File: config.mk
export PLATFORM = sky130hd
export DESIGN_NAME = ahpms_pin_mux
export DESIGN_NICKNAME = d
export VERILOG_FILES = /design/src/hdl/ahpms_pkg.sv /design/src/hdl/ahpms_fifo.sv /design/src/hdl/ahpms_pin_mux.sv
export SDC_FILE = /design/constraint.sdc
export NUM_CORES = 1
export LEC_CHECK = 0
export BUFFER_PORTS_ARGS = -buffer_cell sky130_fd_sc_hd__buf_2
export CORE_UTILIZATION = 39
export DETAILED_ROUTE_END_ITERATION = 10
export PLACE_DENSITY = 0.58
export SLEW_MARGIN = 20
export SYNTH_ARGS = -nofsm -noshare
export SYNTH_HDL_FRONTEND = slang
export SYNTH_SLANG_ARGS = --single-unit
export TNS_END_PERCENT = 5
File: constraint.sdc
create_clock -name clk_sys -period 4.4 [get_ports clk_sys]
set_input_delay 1.1 -clock clk_sys [delete_from_list [all_inputs] [get_ports clk_sys]]
set_output_delay 1.1 -clock clk_sys [all_outputs]
set_load 0.1 [all_outputs]
File: src/hdl/ahpms_pkg.sv
// constants and pin bundle of the shared host pin selector
// assumes a single 20 MHz system clock; host pins are asynchronous to it
package ahpms_pkg;

    localparam int DATA_W = 16;
    localparam int FIFO_DEPTH = 8;
    localparam int CHAINS = 3;

    // shared pin positions on the parallel data bus
    localparam int POS_SEL_A = 0;
    localparam int POS_SEL_B = 1;
    localparam int POS_SEL_C = 2;
    localparam int POS_CHAIN_C = 3;
    localparam int POS_CHAIN_B = 4;
    localparam int POS_CHAIN_A = 5;
    localparam int POS_SCLK = 6;
    localparam int POS_HBF = 7;
    localparam int POS_DOUT_A = 8;
    localparam int POS_DOUT_B = 9;
    localparam int POS_DOUT_C = 10;

    // reset values and enable masks
    localparam logic [15:0] RST_WORD = 16'h0000;
    localparam logic [15:0] OE_NONE = 16'h0000;
    localparam logic [15:0] OE_WORD = 16'hffff;
    localparam logic [15:0] OE_BYTE = 16'hff00;

    // host pins as they arrive from outside the clock domain
    typedef struct packed {
        logic serial_parallel_select;
        logic word_byte_select;
        logic chip_select_n;
        logic read_n;
        logic conversion_start;
        logic [15:0] data;
    } ahpms_pins_type;

endpackage

File: src/hdl/ahpms_fifo.sv
// first-in first-out buffer for conversion results
// assumes producer and consumer both sit on clk_sys
`timescale 1ns/10ps
module ahpms_fifo #(
    parameter int WIDTH = 16,
    parameter int DEPTH = 8
) (
    // clock and reset
    input wire logic clk_sys,
    input wire logic srst,
    // filling side
    input wire logic in_valid,
    input wire logic [WIDTH-1:0] in_data,
    output logic in_ready,
    // draining side
    output logic out_valid,
    output logic [WIDTH-1:0] out_data,
    input wire logic out_ready
);
    localparam int AW = $clog2(DEPTH);

    logic [WIDTH-1:0] mem [0:DEPTH-1];
    logic [AW-1:0] wr_ptr;
    logic [AW-1:0] rd_ptr;
    logic [AW:0] count;
    logic [AW:0] next_count;

    // ready is a register so the producer sees a settled level
    wire push = in_valid & in_ready;
    wire pop = out_valid & out_ready;

    assign out_valid = (count != '0);
    assign out_data = mem[rd_ptr];
    assign next_count = count + (AW+1)'(push) - (AW+1)'(pop);

    always_ff @(posedge clk_sys) begin
        if (push) begin
            mem[wr_ptr] <= in_data;
        end
    end

    always_ff @(posedge clk_sys) begin
        if (srst) begin
            wr_ptr <= '0;
            rd_ptr <= '0;
            count <= '0;
            in_ready <= 1'b1;
        end else begin
            if (push) begin
                wr_ptr <= (wr_ptr == AW'(DEPTH - 1)) ? '0 : wr_ptr + 1'b1;
            end
            if (pop) begin
                rd_ptr <= (rd_ptr == AW'(DEPTH - 1)) ? '0 : rd_ptr + 1'b1;
            end
            count <= next_count;
            in_ready <= (next_count != (AW+1)'(DEPTH));
        end
    end

endmodule

File: src/hdl/ahpms_pin_mux.sv
// shared host pin selector: parallel word, parallel byte and serial modes
// assumes host pins are asynchronous; results come from core logic on clk_sys
//
// Notes on behaviour
// RULE_01: word mode: shared pin is data bit seven
// RULE_02: byte mode: shared pin is high-byte-first input
// RULE_03: byte mode: first byte chosen by high-byte-first
// RULE_04: serial mode: shared pin is chain enable
// RULE_05: host ties chain enable low without chaining
// RULE_06: serial mode: bit six is serial clock input
// RULE_07: parallel mode: multipurpose pins are three-state outputs
// RULE_08: chaining takes bits five, four, three as inputs
// RULE_09: host ties chain inputs low without chaining
// RULE_10: select C enables serial output C
// RULE_11: select B enables serial output B
// RULE_12: host holds select A high in serial
// RULE_13: busy high from conversion start until latched
// RULE_14: host starts no conversion while busy
// RULE_15: bus driven only with select and read low; the code drives serial outputs from select A, B, C alone
// RULE_16: byte mode needs two reads per result
// RULE_17: serial frame presents most significant bit first
// RULE_18: data pins float when select or read high; the code drives serial outputs from select A, B, C alone
`timescale 1ns/10ps
module ahpms_pin_mux (
    // clock and reset
    input wire logic clk_sys,
    input wire logic srst,
    // host pins
    input wire ahpms_pkg::ahpms_pins_type pins_in,
    output logic [15:0] data_out,
    output logic [15:0] data_oe,
    output logic busy,
    // results from the converter core
    input wire logic result_valid,
    input wire logic [15:0] result_data,
    output logic result_ready
);
    import ahpms_pkg::*;

    ////////////////////////////////////////////////////////////////////////////
    // pin synchronisers; only pin_sync and later stages feed logic

    ahpms_pins_type pin_meta;
    ahpms_pins_type pin_sync;
    ahpms_pins_type pin_prev;

    always_ff @(posedge clk_sys) begin
        pin_meta <= pins_in;
        pin_sync <= pin_meta;
        pin_prev <= pin_sync;
    end

    ////////////////////////////////////////////////////////////////////////////
    // mode decode

    wire serial_mode = pin_sync.serial_parallel_select;
    wire byte_mode = ~serial_mode & pin_sync.word_byte_select;
    wire high_byte_first = pin_sync.data[POS_HBF];
    wire chain_enable = serial_mode & pin_sync.data[POS_HBF];
    wire sclk_fall = pin_prev.data[POS_SCLK] & ~pin_sync.data[POS_SCLK];
    wire cs_fall = pin_prev.chip_select_n & ~pin_sync.chip_select_n;
    wire convst_rise = ~pin_prev.conversion_start & pin_sync.conversion_start;
    wire read_active = ~serial_mode & ~pin_sync.chip_select_n & ~pin_sync.read_n;
    wire read_prev = ~pin_prev.serial_parallel_select & ~pin_prev.chip_select_n
        & ~pin_prev.read_n;
    wire read_end = read_prev & ~read_active;
    wire frame = serial_mode & ~pin_sync.chip_select_n;
    wire frame_start = frame & cs_fall;
    // chain inputs count only with chain enable set, so open pins do no harm
    wire [2:0] chain_bits = {pin_sync.data[POS_CHAIN_A], pin_sync.data[POS_CHAIN_B],
        pin_sync.data[POS_CHAIN_C]} & {3{chain_enable}}; // see RULE_04 RULE_08
    wire sel_a = pin_sync.data[POS_SEL_A];
    wire sel_b = pin_sync.data[POS_SEL_B];
    wire sel_c = pin_sync.data[POS_SEL_C];

    ////////////////////////////////////////////////////////////////////////////
    // result buffer; never drains during a read or frame so data stays still

    logic fifo_valid;
    logic [15:0] fifo_data;
    wire drain_ready = ~read_active & ~frame;
    wire pop = fifo_valid & drain_ready;

    ahpms_fifo #(
        .WIDTH(DATA_W),
        .DEPTH(FIFO_DEPTH)
    ) u_fifo (
        .clk_sys(clk_sys),
        .srst(srst),
        .in_valid(result_valid),
        .in_data(result_data),
        .in_ready(result_ready),
        .out_valid(fifo_valid),
        .out_data(fifo_data),
        .out_ready(drain_ready)
    );

    ////////////////////////////////////////////////////////////////////////////
    // output data registers: newest result and two older ones

    logic [15:0] result_hold [0:CHAINS-1];
    logic [15:0] shift_reg [0:CHAINS-1];
    logic byte_second;
    logic next_busy;

    wire [15:0] cur_word = result_hold[0];

    always_ff @(posedge clk_sys) begin
        if (srst) begin
            for (int i = 0; i < CHAINS; i++) begin
                result_hold[i] <= RST_WORD;
            end
        end else if (pop) begin
            result_hold[0] <= fifo_data;
            result_hold[1] <= result_hold[0];
            result_hold[2] <= result_hold[1];
        end
    end

    // second byte of a byte-mode pair follows the first read's end
    always_ff @(posedge clk_sys) begin
        if (srst || pop) begin
            byte_second <= 1'b0;
        end else if (read_end && byte_mode) begin
            byte_second <= ~byte_second; // see RULE_16
        end
    end

    // serial shifters load at frame start and move on falling sclk
    always_ff @(posedge clk_sys) begin
        if (srst) begin
            for (int i = 0; i < CHAINS; i++) begin
                shift_reg[i] <= RST_WORD;
            end
        end else if (frame_start) begin
            for (int i = 0; i < CHAINS; i++) begin
                shift_reg[i] <= result_hold[i]; // see RULE_17
            end
        end else if (frame && sclk_fall) begin
            for (int i = 0; i < CHAINS; i++) begin
                shift_reg[i] <= {shift_reg[i][14:0], chain_bits[2-i]}; // see RULE_06 RULE_08
            end
        end
    end

    ////////////////////////////////////////////////////////////////////////////
    // busy: a new start wins over a latch in the same cycle

    assign next_busy = convst_rise ? 1'b1 : (pop ? 1'b0 : busy); // see RULE_13

    always_ff @(posedge clk_sys) begin
        if (srst) begin
            busy <= 1'b0;
        end else begin
            busy <= next_busy;
        end
    end

    ////////////////////////////////////////////////////////////////////////////
    // pin drive

    wire take_high = high_byte_first ^ byte_second; // see RULE_03
    wire [7:0] byte_out = take_high ? cur_word[15:8] : cur_word[7:0];
    wire [2:0] dout_bits = {shift_reg[2][15], shift_reg[1][15], shift_reg[0][15]};
    // select A is honoured too, though the host must keep it high
    wire [2:0] dout_en = {sel_c, sel_b, sel_a}; // see RULE_10 RULE_11 RULE_12
    wire [15:0] ser_out = {5'h00, dout_bits, 8'h00};
    wire [15:0] ser_oe = {5'h00, dout_en, 8'h00};
    wire [15:0] par_out = byte_mode ? {byte_out, 8'h00} : cur_word; // see RULE_01 RULE_03
    // byte mode leaves the low byte floating: bit seven is an input there
    wire [15:0] par_oe = byte_mode ? OE_BYTE : OE_WORD; // see RULE_02 RULE_07
    wire [15:0] next_data_out = serial_mode ? ser_out : par_out;
    wire [15:0] next_data_oe = serial_mode ? ser_oe
        : (read_active ? par_oe : OE_NONE); // see RULE_15 RULE_18

    always_ff @(posedge clk_sys) begin
        if (srst) begin
            data_out <= RST_WORD;
            data_oe <= OE_NONE;
        end else begin
            data_out <= next_data_out;
            data_oe <= next_data_oe;
        end
    end
endmodule

==> results of run 1 <==
## synthesized netlist by cell type, types with 8 or more instances
master / count
sky130_fd_sc_hd__clkbuf_1: 11
sky130_fd_sc_hd__nor2_1: 42
sky130_fd_sc_hd__ha_1: 9
sky130_fd_sc_hd__nand2_1: 12
sky130_fd_sc_hd__a21oi_1: 10
sky130_fd_sc_hd__edfxtp_1: 224
sky130_fd_sc_hd__mux4_2: 9
sky130_fd_sc_hd__mux2i_1: 22
sky130_fd_sc_hd__and2_1: 40
sky130_fd_sc_hd__dfxtp_1: 68
sky130_fd_sc_hd__a2111oi_2: 11
sky130_fd_sc_hd__buf_2: 13
sky130_fd_sc_hd__inv_1: 8
sky130_fd_sc_hd__a211oi_1: 16
sky130_fd_sc_hd__a22o_1: 48
sky130_fd_sc_hd__nor2b_1: 16
sky130_fd_sc_hd__buf_4: 11
## power by group
group	internal, uW	leakage [uW]	total, uW	switching [uW]
Clock	1360	0.000446	2320	968
Combinational	383	0.00129	1000	619
Sequential	3330	0.00276	3550	219
## worst max-delay path: cells and delay by family, from the launching register on
family / cells / cell delay [ps]
adders and majority gates: 3 / 920
xor gates and xnor gates: 1 / 220
buffers and inverters: 2 / 120
DFF: 1 / 640
and+or+nand+nor: 3 / 500
AOI/OAI and AO/OA: 1 / 490
## logic make-up after synthesis
family	after synthesis	share of synthesized area [%]
and+or+nand+nor	145	7.45
xor gates and xnor gates	4	0.322
AOI/OAI and AO/OA	96	7.91
DFF	292	74.4
adders and majority gates	10	1.22
muxes	38	5.58
buffers and inverters	52	3.09
## per-layer routing
layer	routed length (um)	share of wire, %
met5	0	0
met4	327	1.7
met3	900	4.6
met2	9780	50
met1	8700	44
## final cells by class
cell class	count	area (um^2)
well taps	372	465
multi-input cells	293	2490
repair buffers	81	445
inverters	8	30.0
clock inverters	13	90.1
flip-flops and latches	292	8090
fillers	2379	14700
clock buffers	40	820
## through the flow
step / worst slack [ps] / power (uW) / utilization, %
floorplan: 1010 / 4360 / -
global placement: 1400 / 4590 / 42.4
detailed placement: 1310 / 4630 / 42.4
CTS: 1390 / 6960 / 45.7
global route: 1170 / 7180 / 45.7
finish: 1400 / 6880 / 45.7
## worst max-delay path by stage
stage | from | to | slack [ps]
final | serial_mode$_DFF_P_ | u_fifo.in_ready$_SDFF_PP1_ | 1400
after global routing | serial_mode$_DFF_P_ | u_fifo.in_ready$_SDFF_PP1_ | 1170
after global placement | srst | result_hold[0][4]$_SDFFCE_PN0P_ | 1400
after CTS | serial_mode$_DFF_P_ | u_fifo.in_ready$_SDFF_PP1_ | 1390
after floorplan | u_fifo.in_ready$_SDFF_PP1_ | u_fifo.mem[0][0]$_DFFE_PP_ | 1010
after detailed placement | srst | shift_reg[0][43]$_DFFE_PP_ | 1310
==> results.md, run 1 <==
Outcome:
- The run finished with clean final reports.

Synth:
- The average instance area after synthesis is 17.1 um^2.
- Counting distinct cell types in the post-synthesis netlist gives between 40 and 50.
- The net count after synthesis is slightly below 700.
- The most used flip-flop cell after synthesis is sky130_fd_sc_hd__edfxtp_1.
- In this run, synthesis inferred between 200 and 250 flip-flops with an integrated enable.
- The number of synthesized register bits is between 200 and 300.
- Ranked by total cell area, the synthesized netlist is headed by sky130_fd_sc_hd__edfxtp_1 (62%), sky130_fd_sc_hd__dfxtp_1 (13%), sky130_fd_sc_hd__a22o_1 (3.9%), sky130_fd_sc_hd__and2_1 (2.3%), sky130_fd_sc_hd__mux2i_1 (2.0%).
- The share of async-settable or async-resettable flops after synthesis is 0%.
- The part of the Yosys area used for sequential elements is 74.4%.
- In this run the biggest area consumer among cell types represents 61.9% of the synthesized area.
- The netlist area before placement is 10900 um^2.
- Summed over all instances, the cell type with the most area after synthesis is sky130_fd_sc_hd__edfxtp_1.
- The Yosys warning count is 0.
- The gate count of the mapped netlist is ~640.

Critical path:
- The type of destination of the critical path is a flip-flop.
- For flop-to-flop paths, the worst setup slack is 1400 ps.
- The worst setup path is launched from a flip-flop.
- The data arrival time of the critical path is around 3400 ps.
- The type of the worst setup path is reg -> reg.
- The signal on the critical path passes through nor2b_1, o2bb2ai_2, inv_1, ha_1, inv_1, ha_1, fa_1, xnor2_1, nand2_1, or3_1.
- The worst reg2reg path endpoint is u_fifo.in_ready$_SDFF_PP1_.
- For the worst flop-to-flop path, the logic depth is 10.
- In this design, the stage delay of the slowest critical-path cell is roughly 640 ps.
- The required time at the worst-slack endpoint is 4820 ps.
- Of all nets on the critical path, the largest fanout is 17.
- The slowest cell on the critical path is sky130_fd_sc_hd__dfxtp_1.
- The startpoint of the worst register-to-register path is serial_mode$_DFF_P_.

Cells and area:
- The top cell types in the final layout, fill and taps aside, are sky130_fd_sc_hd__edfxtp_1 (224), sky130_fd_sc_hd__dfxtp_1 (67), sky130_fd_sc_hd__buf_2 (65).
- Once layout is complete, the cells apart from fillers number around 1100.
- The layout net count is 755.
- The repair_antennas step left the layout with diodes totalling 0.
- The post-synthesis to final-layout area growth is 14.4%.
- The total non-filler cell area in the finished layout is between 10000 and 15000 um^2.
- The library cell used most frequently in the layout, excluding fill and tap cells, is sky130_fd_sc_hd__edfxtp_1.
- The number of flip-flops under the largest register name is 128.
- The ratio of cells with drive above 1 in the final layout is 21.7%.

Routing:
- The number of detailed-routing iterations run before antenna repair is 4.
- The number of vias after detailed routing is about 5400.
- The per-cell routed wire length is 17.9 um.
- The DRC violation count after routing is 0.
- In this run, the number of DRC markers left after iteration 0 of detailed routing was 316.
- Wires add up to 19.7 mm.
- The vias per cell is 4.91.
- The final antenna-violating net count is 0.

STA:
- The number of hold violations in the final report is 0.
- Static timing analysis puts the maximum clock frequency at between 300 and 400 MHz.
- The number of slew-limit violations in the final report was 0.
- The clock arrives with approximately 17 ps of skew.
- Setup repair after global routing left no endpoint under its margin.
- The minimum clock period is 3000 ps.
- In the final timing run, aggregate negative setup slack is 0 ps.
- The worst pin sits at a relative slew slack of 34.7%.
- Across all hold checks on the routed design, the worst slack comes to 323 ps.
- Setup violations remaining at the end of the flow were counted as 0.
- The ratio of final minimum period to clock period is 68.1%.
- At the pin with the least slew margin, the transition time is slightly below 1000 ps.

Pwr:
- The power density over the cells is 553 nW/um^2.
- The leakage power is 0.00449 uW.
- The worst-case vdd ir drop is 355 uV.

Global routing:
- The met2 demand-to-capacity share in global routing is about a quarter.
- For this run the aggregate overflow at the end of global routing stands at 0.
- The number of antenna violations at the first check in global routing is 0.
- The global-route met1 utilization is 18.6%.
- In the global route stage, met3 resource usage came out at 2.43%.
- The via count of the first global-routing pass is 5524.
- The layer carrying the most global-route usage is met2.
- The total global-route track usage is 14.2%.
- Entering global routing, the biggest net connects between 40 and 50 pins.
- The first global-routing pass estimated 31.2 mm of wire.

Floorplan:
- The die is 169 um wide.
- The initial standard-cell utilization of the core is around two fifths.
- Pin placement for this block handled 74 I/O pins.
- The core area is 27200 um^2.
- The site row count is 60.
- The die covers 28500 um^2.
- Measured along the y axis, the die boundary spans around 170 um.

Clock network:
- For this design, the sink count on the clock tree is 292.
- The post-cts hold buffer count is 0.
- The maximum number of buffers from clock root to sink is 3.
- The clock-pin slew of the registers on the worst-case setup and hold paths is about 60 ps.
- The total number of H-tree levels is 1.
- The TritonCTS clock tree is built.
- The clock latency reported for the late side of the worst-skew pair is 540 ps.
- The clock root buffer is sky130_fd_sc_hd__clkbuf_16.
- After clock tree synthesis, the setup repair step added 0 buffers.
- The number of buffers created by CTS is 29.
- The number of cells upsized or downsized after cts is 0.

Placement:
- At the end of routability-driven placement, the weighted congestion stood at 0.779.
- The instance count after placement with tap cells included is 1046.
- Once placement finished, the instance area stood at 11500 um^2.
- The sum of net half-perimeters after detailed placement is 12.1 mm.
- Input and output buffers added on the ports amount to 65.

Min path:
- In this run the most critical hold path is launched from pin_meta[6]$_DFF_P_.
- Along the worst hold path, the cell count comes to 0.
- The capture endpoint of the worst hold path is pin_sync[6]$_DFF_P_.
- The path class of the tightest hold or removal check is reg -> reg.

Flow run:
- The number of maximum-capacitance constraint violations is 0.
(Power assumes the default switching activity.)
==> inputs of run 2 (changes only) <==
--- a/config.mk
+++ b/config.mk
@@ -5,10 +5,11 @@
 export SDC_FILE = /design/constraint.sdc
 export NUM_CORES = 1
 export LEC_CHECK = 0
+export ABC_AREA = 1
 export BUFFER_PORTS_ARGS = -buffer_cell sky130_fd_sc_hd__buf_2
 export CORE_UTILIZATION = 39
 export DETAILED_ROUTE_END_ITERATION = 10
-export PLACE_DENSITY = 0.58
+export PLACE_DENSITY = 0.59
 export SLEW_MARGIN = 20
 export SYNTH_ARGS = -nofsm -noshare
 export SYNTH_HDL_FRONTEND = slang
==> constraint.sdc (replaced) <==
create_clock -name clk_sys -period 2.7 [get_ports clk_sys]
set_input_delay 0.675 -clock clk_sys [delete_from_list [all_inputs] [get_ports clk_sys]]
set_output_delay 0.675 -clock clk_sys [all_outputs]
set_load 0.1 [all_outputs]
==> run 2 against run 1 <==
Non-clock buffer count rose by 6. Critical path type unchanged. Via count rose by 31%. Combinational power rose by 140%. Routed wire length rose by 12%. Utilization rose by 0.46 points. Clock skew fell by 2.8 ps. Count of clock-buffer cells in the layout rose by 5. Cell area rose by 7.5%. Critical endpoint unchanged. Clock power rose by 78%. Total power rose by 78%. Final cell count rose by 45%. Sequential share of layout area fell by 4.6 points.
==> results.md, run 2 <==
Synth:
- Synthesis produced a netlist with a net count of ~1200.
- The number of distinct library cell variants in the gate-level netlist after synthesis is 26.
- Sorting the synthesized cells by how often they occur yields sky130_fd_sc_hd__nand2_1 (357), sky130_fd_sc_hd__edfxtp_1 (224), sky130_fd_sc_hd__inv_1 (191).
- The number of enable flip-flop cells after synthesis is roughly 220.
- Yosys printed 0 warnings.
- Yosys instantiated no cell more often than sky130_fd_sc_hd__nand2_1.
- Summing the sequential cell areas from Yosys gives roughly 70% of the chip area.
- The fraction of post-synthesis cell area in the top cell type by area is 58.2%.
- The cell area that synthesis handed to floorplanning was 11600 um^2.
- The leading area contributor after synthesis is sky130_fd_sc_hd__edfxtp_1.
- The average instance area after synthesis is 10.3 um^2.
- The number of synthesized register bits is 292.
- The gate count of the mapped netlist is between 1000 and 1500.
- Sorting the synthesized cells by area gives the leading types as sky130_fd_sc_hd__edfxtp_1 (58%), sky130_fd_sc_hd__dfxtp_1 (12%), sky130_fd_sc_hd__nand2_1 (12%), sky130_fd_sc_hd__inv_1 (6.2%), sky130_fd_sc_hd__nand3_1 (4.0%).
- After synthesis, the share of flip-flops with an asynchronous set or reset is 0%.
- The most instantiated flip-flop cell in the synthesis netlist is sky130_fd_sc_hd__edfxtp_1.

Pwr:
- The worst-case vdd ir drop is 515 uV.
- Power spread over the standard cell area amounts to a little over 900 nW/um^2.
- For this design the static power due to leakage is 0.00599 uW.

Critical path:
- The required time at the worst-slack endpoint is 3130 ps.
- The data arrival time of the critical path is around 2600 ps.
- The worst setup path is of the reg -> reg kind.
- Along the worst path, the maximum fanout reaches 2.
- The worst setup path is captured at a flip-flop.
- The worst setup path is launched from a flip-flop.
- The depth of the most critical reg-to-reg path is 13.

Floorplan:
- The site row count is 62.
- The floorplan die area is ~30000 um^2.
- The die height is 174 um.
- The initial standard-cell utilization of the core is 40.0%.
- The total area inside the core boundary comes to 28900 um^2.
- From left edge to right edge, the die measures 174 um.
- For this design the top-level I/O count stands at 74.

Placement:
- The sum of net half-perimeters after detailed placement is 12.8 mm.
- The area of placed instances is 12300 um^2.
- The number of I/O port buffers is 65.
- The placer congestion estimate is around 0.86.

Clock network:
- Clock tree synthesis selected as its root buffer the cell sky130_fd_sc_hd__clkbuf_16.
- Clock-pin slew was measured on the worst setup and hold paths at 60 ps.
- The number of buffers created by CTS is 31.
- The TritonCTS clock tree is built.
- CTS saw 292 sinks.
- The number of post-CTS setup repair buffers is 0.
- The clock latency reported for the late side of the worst-skew pair is 550 ps.
- The longest clock path from root to sink contains 3 buffers.
- The number of hold buffers added after CTS was 0.
- CTS built an H-tree with a depth of 1.
- Post-CTS repair changed the size of 0 cells.

Routing:
- The routed layout has 7096 vias.
- In this run, the number of DRC markers left after iteration 0 of detailed routing was 399.
- In this run the remaining antenna-violating nets after routing total 0.
- The per-cell routed wire length is 13.9 um.
- The routed design has 22.1 mm of wire.
- The DRC violation count after routing is 0.
- The vias per cell is 4.44.
- The number of detailed-routing iterations run before antenna repair is 5.

STA:
- The relative slew slack is 51.3%.
- The ratio of final minimum period to clock period is 80.5%.
- Setup repair after global routing left no endpoint under its margin.
- The actual transition at the worst max-transition pin is 730 ps.
- Derived from the worst setup path, the maximum achievable clock frequency is about 460 MHz.
- The number of slew-limit violations in the final report is 0.
- The number of hold violations in the final report is 0.
- In the final timing run, aggregate negative setup slack is 0 ps.
- The final number of setup-violating endpoints is 0.
- Between clock sinks in the finished design, the worst skew comes to 14.3 ps.
- After layout, the minimum clock period comes to 2170 ps.

Cells and area:
- The register with the most flip-flops in the layout has about 130 of them.
- The layout net count is 1239.
- The post-synthesis to final-layout area growth is 15.6%.
- The library cells used most frequently in the layout, excluding fill and tap cells, are sky130_fd_sc_hd__nand2_1 (356), sky130_fd_sc_hd__edfxtp_1 (224), sky130_fd_sc_hd__inv_1 (191).
- The commonest non-fill, non-tap cell in the layout is sky130_fd_sc_hd__nand2_1.
- The total non-filler cell area in the finished layout is about 13000 um^2.
- The ratio of cells with drive above 1 in the final layout is 12.4%.

Global routing:
- The via count of the first global-routing pass is 6909.
- The remaining global-route overflow is 0.
- The maximum number of pins on one net before global-route repair is 65.
- The number of antenna violations at the first check in global routing is 3.
- The global-route wire length before repair is 35.4 mm.
- The total global-route track usage is 14.8%.

Min path:
- The path class of the lowest-slack min-delay path is in -> reg.
- Along the worst hold path, the cell count comes to 1.

Flow run:
- Max-cap violations in this run came to 0.

Outcome:
- The run finished with clean final reports.
-- run 2: metrics by stage --
stage / std cells / hold slack, ps / setup WS (ps) / util, % / total power, uW
global placement: 1540 / 310 / 510 / 42.6 / 8180
global route: 1598 / 204 / 283 / 46.2 / 12900
floorplan: 1119 / 310 / 30.1 / - / 7500
detailed placement: 1540 / 312 / 473 / 42.6 / 8230
CTS: 1597 / 198 / 483 / 46.2 / 12400
finish: 1598 / 224 / 527 / 46.2 / 12300
-- run 2: kinds of logic after synthesis --
kind of cell | Yosys count | share of synthesized area (%)
simple gates | 557 | 19.4
buf+inv | 244 | 8.76
fa+ha+maj | 10 | 1.15
flops | 292 | 69.9
compound gates | 16 | 0.736
-- run 2: worst paths after layout --
check,startpoint,to,slack [ps]
setup / recovery,u_fifo.count[2]$_SDFF_PP0_,u_fifo.in_ready$_SDFF_PP1_,530
hold / removal,pins_in[4],pin_meta[4]$_DFF_P_,220
setup reg to reg,u_fifo.count[2]$_SDFF_PP0_,u_fifo.in_ready$_SDFF_PP1_,530
hold reg to reg,pin_meta[7]$_DFF_P_,high_byte_first$_DFF_P_,320
-- run 2: layer usage --
| layer | track usage, % | up-vias | wire length, um |
|---|---|---|---|
| li1 | - | 3649 | - |
| met5 | 0 | - | 22 |
| met1 | 18.8 | 3266 | 10000 |
| met3 | 2.58 | 48 | 924 |
| met2 | 25.3 | 129 | 10600 |
| met4 | 5.41 | 4 | 621 |
-- run 2: area by class of cell --
| type | instances | area, um^2 |
|---|---|---|
| Clock inverter | 12 | 70.1 |
| Multi-Input combinational cell | 583 | 2480 |
| Sequential cell | 292 | 8090 |
| Inverter | 194 | 728 |
| Clock buffer | 45 | 962 |
| Timing Repair Buffer | 87 | 553 |
| Fill cell | 2656 | 15600 |
| Antenna cell | 1 | 2.50 |
| Tap cell | 384 | 480 |
-- run 2: where the power goes --
| group | leakage [uW] | switching [uW] | total (uW) | internal (uW) |
|---|---|---|---|---|
| clock network | 0.000508 | 1680 | 4140 | 2460 |
| registers | 0.00276 | 195 | 5690 | 5500 |
| logic | 0.00273 | 1760 | 2420 | 660 |
| total | 0.00599 | 3630 | 12300 | 8620 |
-- run 2: worst max-delay path, stage by stage (launching register included) --
cell and delay (ps):
sky130_fd_sc_hd__dfxtp_1 290, sky130_fd_sc_hd__inv_1 70, sky130_fd_sc_hd__ha_1 150, sky130_fd_sc_hd__nand3_1 110, sky130_fd_sc_hd__nand2_1 100, sky130_fd_sc_hd__inv_1 40
sky130_fd_sc_hd__ha_1 270, sky130_fd_sc_hd__inv_1 40, sky130_fd_sc_hd__ha_1 200, sky130_fd_sc_hd__fa_1 450, sky130_fd_sc_hd__inv_1 80, sky130_fd_sc_hd__nand2_1 50
sky130_fd_sc_hd__nor2_1 100, sky130_fd_sc_hd__nand4_1 100
